File: src/core/trc_pkg.sv
// Shared constants and types of the small 8-bit core datapath.
// Assumes one 40 MHz system clock and an asynchronous active-high reset.
// Contract
// RULE1 - 32x8 register file, read-execute-write one cycle
// RULE2 - Registers 30/31 form the indirect pointer
// RULE3 - Next instruction prefetched while current executes
// RULE4 - 16-bit instruction words, relative reach 512
// RULE5 - Three-level 9-bit return stack
// RULE6 - Call or interrupt pushes, older entries sink
// RULE7 - Return pops level 0, others rise
// RULE8 - Overflow drops oldest, deepest level repeats
// RULE9 - Immediate instructions address only upper sixteen
// RULE10 - ALU does arithmetic, logic, bit ops
// RULE11 - Lowest vector address wins among pending
// RULE12 - Status register at I/O 0x3F, resets zero
// RULE13 - Global enable clear blocks every interrupt
// RULE14 - Accept clears global enable, return sets
// RULE15 - Bit store/load move bits via copy flag
// RULE16 - Sign flag equals negative xor overflow
// RULE17 - Zero, negative, carry flags from results
// RULE18 - Status register never saved on interrupt
// RULE19 - Sixty-four linear I/O locations
// RULE20 - 9-bit program counter, resets zero, wraps
package trc_pkg;
    localparam int DATA_W = 8;
    localparam int INSTR_W = 16;
    localparam int PC_W = 9;
    localparam int REG_COUNT = 32;
    localparam int STACK_DEPTH = 3;
    localparam int IO_ADDR_W = 6;
    localparam int IRQ_COUNT = 4;
    localparam logic [4:0] REG_R0 = 5'h00;
    localparam logic [4:0] REG_PTR_LO = 5'h1e;
    localparam logic [4:0] REG_PTR_HI = 5'h1f;
    localparam logic [IO_ADDR_W-1:0] STATUS_IO_ADDR = 6'h3f;
    localparam logic [DATA_W-1:0] STATUS_RESET = 8'h00;
    localparam logic [PC_W-1:0] RESET_PC = 9'h000;
    localparam logic [PC_W-1:0] PC_STEP = 9'h001;
    localparam logic [DATA_W-1:0] SIGNED_MIN = 8'h80;
    localparam logic [DATA_W-1:0] SIGNED_MAX = 8'h7f;
    localparam logic [DATA_W-1:0] BYTE_ZERO = 8'h00;
    localparam logic [DATA_W-1:0] BYTE_ONE = 8'h01;
    localparam int FLAG_C = 0;
    localparam int FLAG_Z = 1;
    localparam int FLAG_N = 2;
    localparam int FLAG_V = 3;
    localparam int FLAG_S = 4;
    localparam int FLAG_H = 5;
    localparam int FLAG_T = 6;
    localparam int FLAG_I = 7;
    typedef enum logic [4:0] {
        ALU_ADD, ALU_ADC, ALU_SUB, ALU_SBC, ALU_AND, ALU_OR, ALU_EOR, ALU_PASS,
        ALU_COM, ALU_NEG, ALU_SWAP, ALU_INC, ALU_DEC, ALU_ASR, ALU_LSR, ALU_ROR,
        ALU_BLD, ALU_BST
    } trc_alu_op_t;
    typedef enum logic [1:0] {
        ST_RUN = 2'h0,
        ST_FLASH_READ = 2'h1
    } trc_state_t;
endpackage

File: src/core/trc_alu_if.sv
// Operand and result bundle between the core and its ALU.
// Assumes the ALU is purely combinational.
`timescale 1ns/1ps
`default_nettype none
interface trc_alu_if;
    import trc_pkg::*;
    trc_alu_op_t op;
    logic [DATA_W-1:0] a;
    logic [DATA_W-1:0] b;
    logic [DATA_W-1:0] flags_in;
    logic [DATA_W-1:0] res;
    logic [DATA_W-1:0] flags_out;
    modport core (output op, output a, output b, output flags_in, input res, input flags_out);
    modport alu (input op, input a, input b, input flags_in, output res, output flags_out);
endinterface
`default_nettype wire

File: src/core/trc_alu.sv
// Combinational ALU: result and new status flags for one operation.
// Assumes the core decides whether result and flags are kept.
`timescale 1ns/1ps
`default_nettype none
module trc_alu
    import trc_pkg::*;
(
    trc_alu_if.alu bus
);
    always_comb begin
        logic [DATA_W:0] wide;
        logic [4:0] nib;
        logic [DATA_W-1:0] r;
        logic [DATA_W-1:0] f;
        logic cin;
        logic cuse;
        cin = bus.flags_in[FLAG_C];
        cuse = (bus.op == ALU_ADC || bus.op == ALU_SBC) ? cin : 1'b0;
        f = bus.flags_in;
        wide = {1'b0, bus.a} + {1'b0, bus.b} + {8'h00, cuse};
        nib = {1'b0, bus.a[3:0]} + {1'b0, bus.b[3:0]} + {4'h0, cuse};
        r = bus.a;
        // RULE10 arithmetic logic bits
        case (bus.op)
            ALU_ADD, ALU_ADC: begin
                r = wide[DATA_W-1:0];
                f[FLAG_H] = nib[4];
                f[FLAG_C] = wide[DATA_W];
                f[FLAG_V] = (bus.a[7] == bus.b[7]) && (r[7] != bus.a[7]);
            end
            ALU_SUB, ALU_SBC: begin
                wide = {1'b0, bus.a} - {1'b0, bus.b} - {8'h00, cuse};
                nib = {1'b0, bus.a[3:0]} - {1'b0, bus.b[3:0]} - {4'h0, cuse};
                r = wide[DATA_W-1:0];
                f[FLAG_H] = nib[4];
                f[FLAG_C] = wide[DATA_W];
                f[FLAG_V] = (bus.a[7] != bus.b[7]) && (r[7] != bus.a[7]);
            end
            ALU_AND: begin r = bus.a & bus.b; f[FLAG_V] = 1'b0; end
            ALU_OR: begin r = bus.a | bus.b; f[FLAG_V] = 1'b0; end
            ALU_EOR: begin r = bus.a ^ bus.b; f[FLAG_V] = 1'b0; end
            ALU_PASS: r = bus.b;
            ALU_COM: begin r = ~bus.a; f[FLAG_C] = 1'b1; f[FLAG_V] = 1'b0; end
            ALU_NEG: begin
                r = BYTE_ZERO - bus.a;
                f[FLAG_C] = (r != BYTE_ZERO);
                f[FLAG_V] = (r == SIGNED_MIN);
                f[FLAG_H] = r[3] | bus.a[3];
            end
            ALU_SWAP: r = {bus.a[3:0], bus.a[7:4]};
            ALU_INC: begin r = bus.a + BYTE_ONE; f[FLAG_V] = (r == SIGNED_MIN); end
            ALU_DEC: begin r = bus.a - BYTE_ONE; f[FLAG_V] = (r == SIGNED_MAX); end
            ALU_ASR: begin r = {bus.a[7], bus.a[7:1]}; f[FLAG_C] = bus.a[0]; end
            ALU_LSR: begin r = {1'b0, bus.a[7:1]}; f[FLAG_C] = bus.a[0]; end
            ALU_ROR: begin r = {cin, bus.a[7:1]}; f[FLAG_C] = bus.a[0]; end
            // RULE15 copy flag load
            ALU_BLD: r[bus.b[2:0]] = bus.flags_in[FLAG_T];
            // RULE15 copy flag store
            ALU_BST: f[FLAG_T] = bus.a[bus.b[2:0]];
            default: r = bus.a;
        endcase
        if (!(bus.op inside {ALU_PASS, ALU_SWAP, ALU_BLD, ALU_BST})) begin
            // RULE17 zero negative carry
            f[FLAG_N] = r[7];
            // Subtract-with-carry chains keep zero only when every byte was zero
            f[FLAG_Z] = (r == BYTE_ZERO) && (bus.op != ALU_SBC || bus.flags_in[FLAG_Z]);
            if (bus.op inside {ALU_ASR, ALU_LSR, ALU_ROR}) begin
                f[FLAG_V] = f[FLAG_N] ^ f[FLAG_C];
            end
            // RULE16 sign from N, V
            f[FLAG_S] = f[FLAG_N] ^ f[FLAG_V];
        end
        bus.res = r;
        bus.flags_out = f;
    end
endmodule
`default_nettype wire

File: src/core/trc_ret_stack.sv
// Three-level hardware return stack of program counter values.
// Assumes push and pop never arrive in the same cycle.
`timescale 1ns/1ps
`default_nettype none
module trc_ret_stack
    import trc_pkg::*;
(
    input wire logic clk_sys_in,
    input wire logic sys_rst_in,
    input wire logic push_in,
    input wire logic pop_in,
    input wire logic [PC_W-1:0] push_addr_in,
    output logic [PC_W-1:0] top_out
);
    logic [PC_W-1:0] level [STACK_DEPTH];
    genvar i;
    generate
        for (i = 0; i < STACK_DEPTH; i++) begin : g_level
            logic [PC_W-1:0] from_above;
            logic [PC_W-1:0] from_below;
            if (i == 0) begin : g_top
                assign from_above = push_addr_in;
            end else begin : g_mid
                assign from_above = level[i-1];
            end
            // RULE8 deepest level keeps value
            if (i == STACK_DEPTH - 1) begin : g_deep
                assign from_below = level[i];
            end else begin : g_up
                assign from_below = level[i+1];
            end
            always_ff @(posedge clk_sys_in or posedge sys_rst_in) begin
                if (sys_rst_in) begin
                    level[i] <= RESET_PC;
                // RULE6 push sinks entries
                end else if (push_in) begin
                    level[i] <= from_above;
                // RULE7 pop raises entries
                end else if (pop_in) begin
                    level[i] <= from_below;
                end
            end
        end
    endgenerate
    assign top_out = level[0];
endmodule
`default_nettype wire

File: src/core/trc_core.sv
// Core datapath: fetch/execute pipeline, register file, status flags.
// Assumes synchronous program memory (word valid one cycle after address)
// and a combinational I/O read port.
`timescale 1ns/1ps
`default_nettype none
module trc_core
    import trc_pkg::*;
(
    input wire logic clk_sys_in,
    input wire logic sys_rst_in,
    output logic [PC_W-1:0] prog_addr_out,
    input wire logic [INSTR_W-1:0] prog_data_in,
    output logic [IO_ADDR_W-1:0] io_addr_out,
    output logic [DATA_W-1:0] io_wdata_out,
    output logic io_wr_out,
    output logic io_rd_out,
    input wire logic [DATA_W-1:0] io_rdata_in,
    input wire logic [IRQ_COUNT-1:0] irq_pending_in,
    output logic [IRQ_COUNT-1:0] irq_ack_out,
    output logic [DATA_W-1:0] status_flags_out,
    output logic [PC_W-1:0] program_counter_out
);
    trc_alu_if alu_bus ();
    logic [DATA_W-1:0] regs [REG_COUNT];
    logic [DATA_W-1:0] cpu_status_flags;
    logic [DATA_W-1:0] next_status;
    logic [PC_W-1:0] program_counter;
    logic [PC_W-1:0] exec_pc;
    logic ir_valid;
    trc_state_t state;
    logic [INSTR_W-1:0] ir;
    logic exec_go;
    logic take_irq;
    logic [IRQ_COUNT-1:0] irq_sel;
    logic [PC_W-1:0] irq_vector;
    logic [4:0] rd_idx;
    logic [4:0] rr_idx;
    logic [4:0] imm_idx;
    logic [4:0] wr_idx;
    logic [DATA_W-1:0] imm8;
    logic [IO_ADDR_W-1:0] io_a;
    logic [DATA_W-1:0] ptr_lo;
    logic [DATA_W-1:0] ptr_hi;
    logic [PC_W-1:0] rel_target;
    logic [PC_W-1:0] br_target;
    logic [PC_W-1:0] stack_top;
    logic wr_en;
    logic flags_en;
    logic do_jump;
    logic do_call;
    logic do_ret;
    logic do_interrupt_return_instr;
    logic do_lpm;
    logic is_in;
    logic is_out;
    logic is_bset;
    logic is_bclr;
    logic [PC_W-1:0] jump_target;
    logic [DATA_W-1:0] flash_byte;

    assign ir = prog_data_in;
    assign rd_idx = ir[8:4];
    assign rr_idx = {ir[9], ir[3:0]};
    // RULE9 immediates reach upper half
    assign imm_idx = {1'b1, ir[7:4]};
    assign imm8 = {ir[11:8], ir[3:0]};
    // RULE19 six-bit linear I/O address
    assign io_a = {ir[10:9], ir[3:0]};
    // RULE2 pointer pair
    assign ptr_lo = regs[REG_PTR_LO];
    assign ptr_hi = regs[REG_PTR_HI];
    // RULE4 relative reach wraps 512
    assign rel_target = exec_pc + PC_STEP + ir[PC_W-1:0];
    assign br_target = exec_pc + PC_STEP + {{2{ir[9]}}, ir[9:3]};
    assign flash_byte = ptr_lo[0] ? prog_data_in[15:8] : prog_data_in[7:0];

    // RULE13 global enable gates all
    assign take_irq = (state == ST_RUN) && ir_valid && cpu_status_flags[FLAG_I]
        && (irq_pending_in != '0);
    assign exec_go = (state == ST_RUN) && ir_valid && !take_irq;

    // RULE11 lowest vector wins
    always_comb begin
        irq_sel = '0;
        irq_vector = RESET_PC;
        for (int k = IRQ_COUNT - 1; k >= 0; k--) begin
            if (irq_pending_in[k]) begin
                irq_sel = '0;
                irq_sel[k] = 1'b1;
                irq_vector = PC_W'(k + 1);
            end
        end
    end
    assign irq_ack_out = take_irq ? irq_sel : '0;

    // Instruction decode; unknown words act as no-operation
    always_comb begin
        alu_bus.op = ALU_PASS;
        alu_bus.a = regs[rd_idx];
        alu_bus.b = regs[rr_idx];
        wr_idx = rd_idx;
        wr_en = 1'b0;
        flags_en = 1'b0;
        do_jump = 1'b0;
        do_call = 1'b0;
        do_ret = 1'b0;
        do_interrupt_return_instr = 1'b0;
        do_lpm = 1'b0;
        is_in = 1'b0;
        is_out = 1'b0;
        is_bset = 1'b0;
        is_bclr = 1'b0;
        jump_target = rel_target;
        casez (ir)
            // RULE1 two operands one cycle
            16'b0000_01??_????_????: begin alu_bus.op = ALU_SBC; flags_en = 1'b1; end
            16'b0000_10??_????_????: begin alu_bus.op = ALU_SBC; flags_en = 1'b1; wr_en = 1'b1; end
            16'b0000_11??_????_????: begin alu_bus.op = ALU_ADD; flags_en = 1'b1; wr_en = 1'b1; end
            16'b0001_01??_????_????: begin alu_bus.op = ALU_SUB; flags_en = 1'b1; end
            16'b0001_10??_????_????: begin alu_bus.op = ALU_SUB; flags_en = 1'b1; wr_en = 1'b1; end
            16'b0001_11??_????_????: begin alu_bus.op = ALU_ADC; flags_en = 1'b1; wr_en = 1'b1; end
            16'b0010_00??_????_????: begin alu_bus.op = ALU_AND; flags_en = 1'b1; wr_en = 1'b1; end
            16'b0010_01??_????_????: begin alu_bus.op = ALU_EOR; flags_en = 1'b1; wr_en = 1'b1; end
            16'b0010_10??_????_????: begin alu_bus.op = ALU_OR; flags_en = 1'b1; wr_en = 1'b1; end
            16'b0010_11??_????_????: wr_en = 1'b1;
            16'b0011_????_????_????,
            16'b0100_????_????_????,
            16'b0101_????_????_????,
            16'b0110_????_????_????,
            16'b0111_????_????_????,
            16'b1110_????_????_????: begin
                // RULE9 constant forms use upper registers
                alu_bus.a = regs[imm_idx];
                alu_bus.b = imm8;
                wr_idx = imm_idx;
                wr_en = (ir[15:12] != 4'h3);
                flags_en = (ir[15:12] != 4'he);
                case (ir[15:12])
                    4'h3: alu_bus.op = ALU_SUB;
                    4'h4: alu_bus.op = ALU_SBC;
                    4'h5: alu_bus.op = ALU_SUB;
                    4'h6: alu_bus.op = ALU_OR;
                    4'h7: alu_bus.op = ALU_AND;
                    default: alu_bus.op = ALU_PASS;
                endcase
            end
            16'b1000_000?????0000: begin
                // RULE2 high byte ignored
                alu_bus.b = regs[ptr_lo[4:0]];
                wr_en = 1'b1;
            end
            16'b1000_001?????0000: begin
                alu_bus.b = regs[rd_idx];
                wr_idx = ptr_lo[4:0];
                wr_en = 1'b1;
            end
            16'b1001_0100_0???1000: is_bset = 1'b1;
            16'b1001_0100_1???1000: is_bclr = 1'b1;
            16'b1001_0101_0000_1000: do_ret = 1'b1;
            16'b1001_0101_0001_1000: begin do_ret = 1'b1; do_interrupt_return_instr = 1'b1; end
            // RULE2 pointer reads flash
            16'b1001_0101_1100_1000: do_lpm = 1'b1;
            16'b1001_010?????0000: begin alu_bus.op = ALU_COM; flags_en = 1'b1; wr_en = 1'b1; end
            16'b1001_010?????0001: begin alu_bus.op = ALU_NEG; flags_en = 1'b1; wr_en = 1'b1; end
            16'b1001_010?????0010: begin alu_bus.op = ALU_SWAP; wr_en = 1'b1; end
            16'b1001_010?????0011: begin alu_bus.op = ALU_INC; flags_en = 1'b1; wr_en = 1'b1; end
            16'b1001_010?????0101: begin alu_bus.op = ALU_ASR; flags_en = 1'b1; wr_en = 1'b1; end
            16'b1001_010?????0110: begin alu_bus.op = ALU_LSR; flags_en = 1'b1; wr_en = 1'b1; end
            16'b1001_010?????0111: begin alu_bus.op = ALU_ROR; flags_en = 1'b1; wr_en = 1'b1; end
            16'b1001_010?????1010: begin alu_bus.op = ALU_DEC; flags_en = 1'b1; wr_en = 1'b1; end
            16'b1011_0???_????_????: begin
                is_in = 1'b1;
                alu_bus.b = (io_a == STATUS_IO_ADDR) ? cpu_status_flags : io_rdata_in;
                wr_en = 1'b1;
            end
            16'b1011_1???_????_????: is_out = 1'b1;
            16'b1100_????_????_????: do_jump = 1'b1;
            16'b1101_????_????_????: begin do_jump = 1'b1; do_call = 1'b1; end
            16'b1111_0???_????_????: begin
                do_jump = cpu_status_flags[ir[2:0]] ^ ir[10];
                jump_target = br_target;
            end
            16'b1111_100?????0???: begin
                alu_bus.op = ALU_BLD;
                alu_bus.b = {5'h00, ir[2:0]};
                wr_en = 1'b1;
            end
            16'b1111_101?????0???: begin
                alu_bus.op = ALU_BST;
                alu_bus.b = {5'h00, ir[2:0]};
                flags_en = 1'b1;
            end
            default: wr_en = 1'b0;
        endcase
        alu_bus.flags_in = cpu_status_flags;
    end

    trc_alu u_alu (
        .bus(alu_bus)
    );

    // RULE5 three-level return stack
    trc_ret_stack u_stack (
        .clk_sys_in(clk_sys_in),
        .sys_rst_in(sys_rst_in),
        .push_in(take_irq || (exec_go && do_call)),
        .pop_in(exec_go && do_ret),
        .push_addr_in(take_irq ? exec_pc : program_counter),
        .top_out(stack_top)
    );

    // RULE1 write back same cycle
    always_ff @(posedge clk_sys_in or posedge sys_rst_in) begin
        if (sys_rst_in) begin
            for (int k = 0; k < REG_COUNT; k++) begin
                regs[k] <= BYTE_ZERO;
            end
        end else if (state == ST_FLASH_READ) begin
            regs[REG_R0] <= flash_byte;
        end else if (exec_go && wr_en) begin
            regs[wr_idx] <= alu_bus.res;
        end
    end

    // Status update; later terms override earlier ones
    always_comb begin
        next_status = cpu_status_flags;
        if (exec_go && flags_en) begin
            next_status = alu_bus.flags_out;
        end
        if (exec_go && is_bset) begin
            next_status[ir[6:4]] = 1'b1;
        end
        if (exec_go && is_bclr) begin
            next_status[ir[6:4]] = 1'b0;
        end
        // RULE12 fully writable at 0x3F
        if (exec_go && is_out && io_a == STATUS_IO_ADDR) begin
            next_status = regs[rd_idx];
        end
        // RULE14 return re-enables
        if (exec_go && do_interrupt_return_instr) begin
            next_status[FLAG_I] = 1'b1;
        end
        // RULE14 acceptance clears enable
        if (take_irq) begin
            next_status[FLAG_I] = 1'b0;
        end
    end

    // RULE12 resets to zero
    always_ff @(posedge clk_sys_in or posedge sys_rst_in) begin
        if (sys_rst_in) begin
            cpu_status_flags <= STATUS_RESET;
        end else begin
            cpu_status_flags <= next_status;
        end
    end

    // RULE3 prefetch while executing
    always_ff @(posedge clk_sys_in or posedge sys_rst_in) begin
        if (sys_rst_in) begin
            // RULE20 start at zero
            program_counter <= RESET_PC;
            exec_pc <= RESET_PC;
            ir_valid <= 1'b0;
            state <= ST_RUN;
        end else begin
            case (state)
                ST_FLASH_READ: begin
                    program_counter <= program_counter + PC_STEP;
                    exec_pc <= program_counter;
                    ir_valid <= 1'b1;
                    state <= ST_RUN;
                end
                ST_RUN: begin
                    if (take_irq) begin
                        // RULE18 flags left for software
                        program_counter <= irq_vector;
                        ir_valid <= 1'b0;
                    end else if (exec_go && do_ret) begin
                        // RULE7 resume from level 0
                        program_counter <= stack_top;
                        ir_valid <= 1'b0;
                    end else if (exec_go && do_jump) begin
                        program_counter <= jump_target;
                        ir_valid <= 1'b0;
                    end else if (exec_go && do_lpm) begin
                        // Flash port busy one cycle; fetch resumes after
                        ir_valid <= 1'b0;
                        state <= ST_FLASH_READ;
                    end else begin
                        // RULE20 wraps modulo 512
                        program_counter <= program_counter + PC_STEP;
                        exec_pc <= program_counter;
                        ir_valid <= 1'b1;
                    end
                end
                default: state <= ST_RUN;
            endcase
        end
    end

    assign prog_addr_out = (exec_go && do_lpm) ? {ptr_hi[0], ptr_lo[7:1]} : program_counter;
    assign io_addr_out = io_a;
    assign io_wdata_out = regs[rd_idx];
    assign io_wr_out = exec_go && is_out && (io_a != STATUS_IO_ADDR);
    assign io_rd_out = exec_go && is_in && (io_a != STATUS_IO_ADDR);
    assign status_flags_out = cpu_status_flags;
    assign program_counter_out = program_counter;
endmodule
`default_nettype wire

File: config.mk
export PLATFORM = sky130hd
export DESIGN_NAME = trc_core
export DESIGN_NICKNAME = d
export VERILOG_FILES = /design/src/core/trc_pkg.sv /design/src/core/trc_alu_if.sv /design/src/core/trc_alu.sv /design/src/core/trc_ret_stack.sv /design/src/core/trc_core.sv
export SDC_FILE = /design/constraint.sdc
export NUM_CORES = 1
export LEC_CHECK = 0
export BUFFER_PORTS_ARGS = -buffer_cell sky130_fd_sc_hd__buf_2
export CORE_AREA = 3 3 286 288
export CTS_CLUSTER_DIAMETER = 60
export DETAILED_ROUTE_END_ITERATION = 10
export DIE_AREA = 0 0 289 291
export GPL_TIMING_DRIVEN = 0
export SLEW_MARGIN = 20
export SYNTH_ARGS = -nofsm -noshare
export SYNTH_HDL_FRONTEND = slang
export SYNTH_SLANG_ARGS = --single-unit
File: constraint.sdc
create_clock -name clk_sys_in -period 14.11 [get_ports clk_sys_in]
set_input_delay 2.1165 -clock clk_sys_in [delete_from_list [all_inputs] [get_ports clk_sys_in]]
set_output_delay 2.1165 -clock clk_sys_in [all_outputs]
set_load 0.05 [all_outputs]
==> results.json <==
{
  "status": "finished, final reports clean",
  "grt_use_met2": 0.336,
  "leakage_nw": 11.3,
  "final_cell_mix": "dfrtp_1, mux2_2, nand2_1",
  "die_area_um2": 84100,
  "critPathMaxStageDelay_ns": 0.97,
  "htreeDepth": 2,
  "post_dp_cell_area_um2": 25800,
  "vias": 21200,
  "grt_busiest_layer": "met2",
  "rsz0062_at_grt": "no",
  "synth_warnings": 0,
  "yosysTopAreaCell": "dfrtp_1",
  "synth_area_um2": 23700,
  "die_h_um": 291,
  "grt_max_degree": 93,
  "insertion_delay_ns": 0.58,
  "nNetsFinal": 2441,
  "postRouteAntennaNets": 0,
  "cp_data_required_time_ns": 14.53,
  "p_int_mw": 2.89,
  "drv_slew": 0,
  "p_comb_frac": 0.487,
  "grt_pass1_wl_um": 146000,
  "drv_cap": 0,
  "power_frac_clock": 0.206,
  "numCtsBuffers": 39,
  "port_buffers": 72,
  "crit_path_start": "prog_data_in[1]",
  "hold_class": "reg2reg",
  "p_sw_mw": 2.22,
  "drtPass1Iterations": 9,
  "wl_per_cell_um": 29.5,
  "clock_sinks": 311,
  "grt_pass1_vias": 20400,
  "cts_resized": 0,
  "synth.ff_latch_count": 311,
  "dp_hpwl_um": 74800,
  "grt_antenna_before_repair": 9,
  "reg2reg_from": "ptr_lo[0]",
  "cts_hold_buf": 0,
  "final_core_utilization": 0.342,
  "criticalPathCategory": "in2reg",
  "num_rows": 103,
  "drc": 0,
  "slowest_stage": "clkbuf_1",
  "place.gp.congestion": 1.00,
  "die_width_um": 289,
  "reg2reg_slack_ns": 5.86,
  "power.density_nw_per_um2": 189,
  "grtUsageMet3": 0.0669,
  "path_max_fanout": 10,
  "drt_iter0_markers": 2866,
  "synth_top_area_frac": 0.328,
  "syn_avg_cell_area_um2": 10.6,
  "cts_buffer_depth": 3,
  "drt-total-wl_um": 102000,
  "r2r_end": "regs[78]",
  "cp-end-kind": "register",
  "drive_gt1_frac": 0.297,
  "worstMarginPinSlew_ns": 1.36,
  "reg2reg_depth": 24,
  "final_area_um2": 27100,
  "fin_skew_ns": 0.0479,
  "synthArstFlopShare": 1.00,
  "synth_nets": 2308,
  "grt_overflow": 0,
  "synthTopCellsByArea": "dfrtp_1, mux4_2, mux2_2",
  "period_share": 0.679,
  "clk_pin_slew_worst_paths_ns": 0.05,
  "cts_setup_buffers": 0,
  "area_delta_synth_final_pct": 14.1,
  "hold_viol": 0,
  "period_needed_ns": 9.58,
  "start_kind": "primary input",
  "switching_share": 0.435,
  "met1_usage": 0.315,
  "synth.distinct_cells": 92,
  "crit_chain": "clkbuf_1, clkbuf_1, clkbuf_1, mux4_2, mux4_2, mux2i_1, a32o_1, inv_1, ha_1, ha_1, o21a_1, nor2_1, o21ai_0, xor2_1, a221o_1, a31oi_1, o221ai_1, a211o_1, a221oi_1, o211a_1, a21oi_2, clkbuf_1, mux2_2",
  "yosysSeqAreaShare": 0.328,
  "max_freq_mhz": 104,
  "endpoint": "regs[78]",
  "ir_drop_uv": 85.8,
  "cts_tree": "done",
  "final_common_cell": "dfrtp_1",
  "synth_edf_count": 0,
  "core_area_um2": 79100,
  "setup_viol": 0,
  "cts_root_buf": "clkbuf_16",
  "cp.arrival_ns": 10.00,
  "p_seq_frac": 0.307,
  "ys.flop_type": "dfrtp_1",
  "initial_core_util": 0.300,
  "io_pins": 76,
  "crit_top_cell": "clkbuf_1",
  "syn_inst": 2230,
  "vias_per_cell": 6.14,
  "slew_headroom": 0.0927,
  "track_usage": 0.237
}
[worst max-delay path: cells and delay by family]
| kind | cells | cell delay, ns |
|---|---|---|
| buffers and inverters | 5 | 2.63 |
| AO/OA/AOI/OAI | 10 | 2.43 |
| multiplexers | 4 | 1.64 |
| adder cells (fa/ha/maj) | 2 | 0.71 |
| AND/OR/NAND/NOR | 1 | 0.23 |
| XOR/XNOR | 1 | 0.19 |
[cell type report]
cell class	count	area (um^2)
Tap cell	1050	1310
Clock buffer	54	1090
Fill cell	8053	52000
Clock inverter	14	223
Timing Repair Buffer	92	616
Multi-Input combinational cell	1694	15000
Sequential cell	311	7780
Buffer	178	840
Inverter	47	184
Antenna cell	5	12.5
[worst min-delay path by stage]
stage	from	to	cells after the start
2_1_floorplan	u_stack.top_out[8]	u_stack.g_level[0].from_below[8]	2
3_3_place_gp	u_stack.g_level[1].from_below[8]	u_stack.g_level[1].from_below[8]	1
3_5_place_dp	u_stack.g_level[1].from_below[4]	u_stack.g_level[1].from_below[4]	1
4_1_cts	u_stack.g_level[1].from_below[3]	u_stack.g_level[1].from_below[3]	1
5_1_grt	u_stack.g_level[1].from_below[2]	u_stack.g_level[1].from_below[2]	1
6_report	u_stack.g_level[1].from_below[5]	u_stack.g_level[1].from_below[5]	1
[cell families after synthesis]
group	count (synthesis)	synth area share
xor gates and xnor gates	45	0.0166
DFF	311	0.328
AOI/OAI and AO/OA	441	0.123
and+or+nand+nor	554	0.112
buffers and inverters	225	0.0426
adders and majority gates	48	0.0269
muxes	606	0.350
[cell usage after synthesis, types with 11 or more instances]
cell	number
nor2_1	137
a21o_1	17
a211oi_1	16
o21a_1	11
o22ai_1	34
o21ai_0	99
or2_2	11
xor2_1	13
a21oi_1	98
xnor2_1	32
a31oi_1	16
buf_4	27
nand2_1	175
a221o_1	11
a22oi_1	36
buf_2	35
inv_1	40
nor4_1	13
mux4_2	152
nand3_1	48
clkbuf_1	99
nor3_1	48
nor2b_1	30
and2_1	14
ha_1	43
buf_1	14
mux2_2	282
nand2b_1	14
dfrtp_1	311
mux2i_1	172
[stage by stage]
step / cells / hold slack (ns) / setup slack, ns / setup TNS, ns / power [mW]
2_1_floorplan: 2230 / 0.471 / 3.39 / 0 / 3.16
3_3_place_gp: 3352 / 0.490 / -0.504 / -141.38 / 3.94
3_5_place_dp: 3372 / 0.498 / 4.26 / 0 / 3.97
4_1_cts: 3440 / 0.510 / 4.76 / 0 / 5.03
5_1_grt: 3444 / 0.524 / 4.38 / 0 / 5.33
6_report: 3445 / 0.509 / 4.53 / 0 / 5.11
[registers in the layout, summed over array words and instances (netlist names)]
register	flops
regs	240
u_stack.g_level.from_below	18
exec_pc	9
program_counter_out	9
u_stack.top_out	9
ptr_hi	8
ptr_lo	8
status_flags_out	8
ir_valid	1
state	1
[power groups by stage]
stage               logic [mW]  registers [mW]  clock network, mW
floorplan                 1.68            1.48                  0
global placement          2.39            1.55                  0
detailed placement        2.41            1.56                  0
CTS                       2.42            1.55               1.06
global route              2.62            1.60               1.10
finish                    2.49            1.57               1.05
[layer usage]
metal	wire, um	up-vias
li1	-	8727
met1	39600	10500
met2	42400	1499
met3	12000	393
met4	7600	2
met5	13	-
Power figures use the tool's default switching activity.
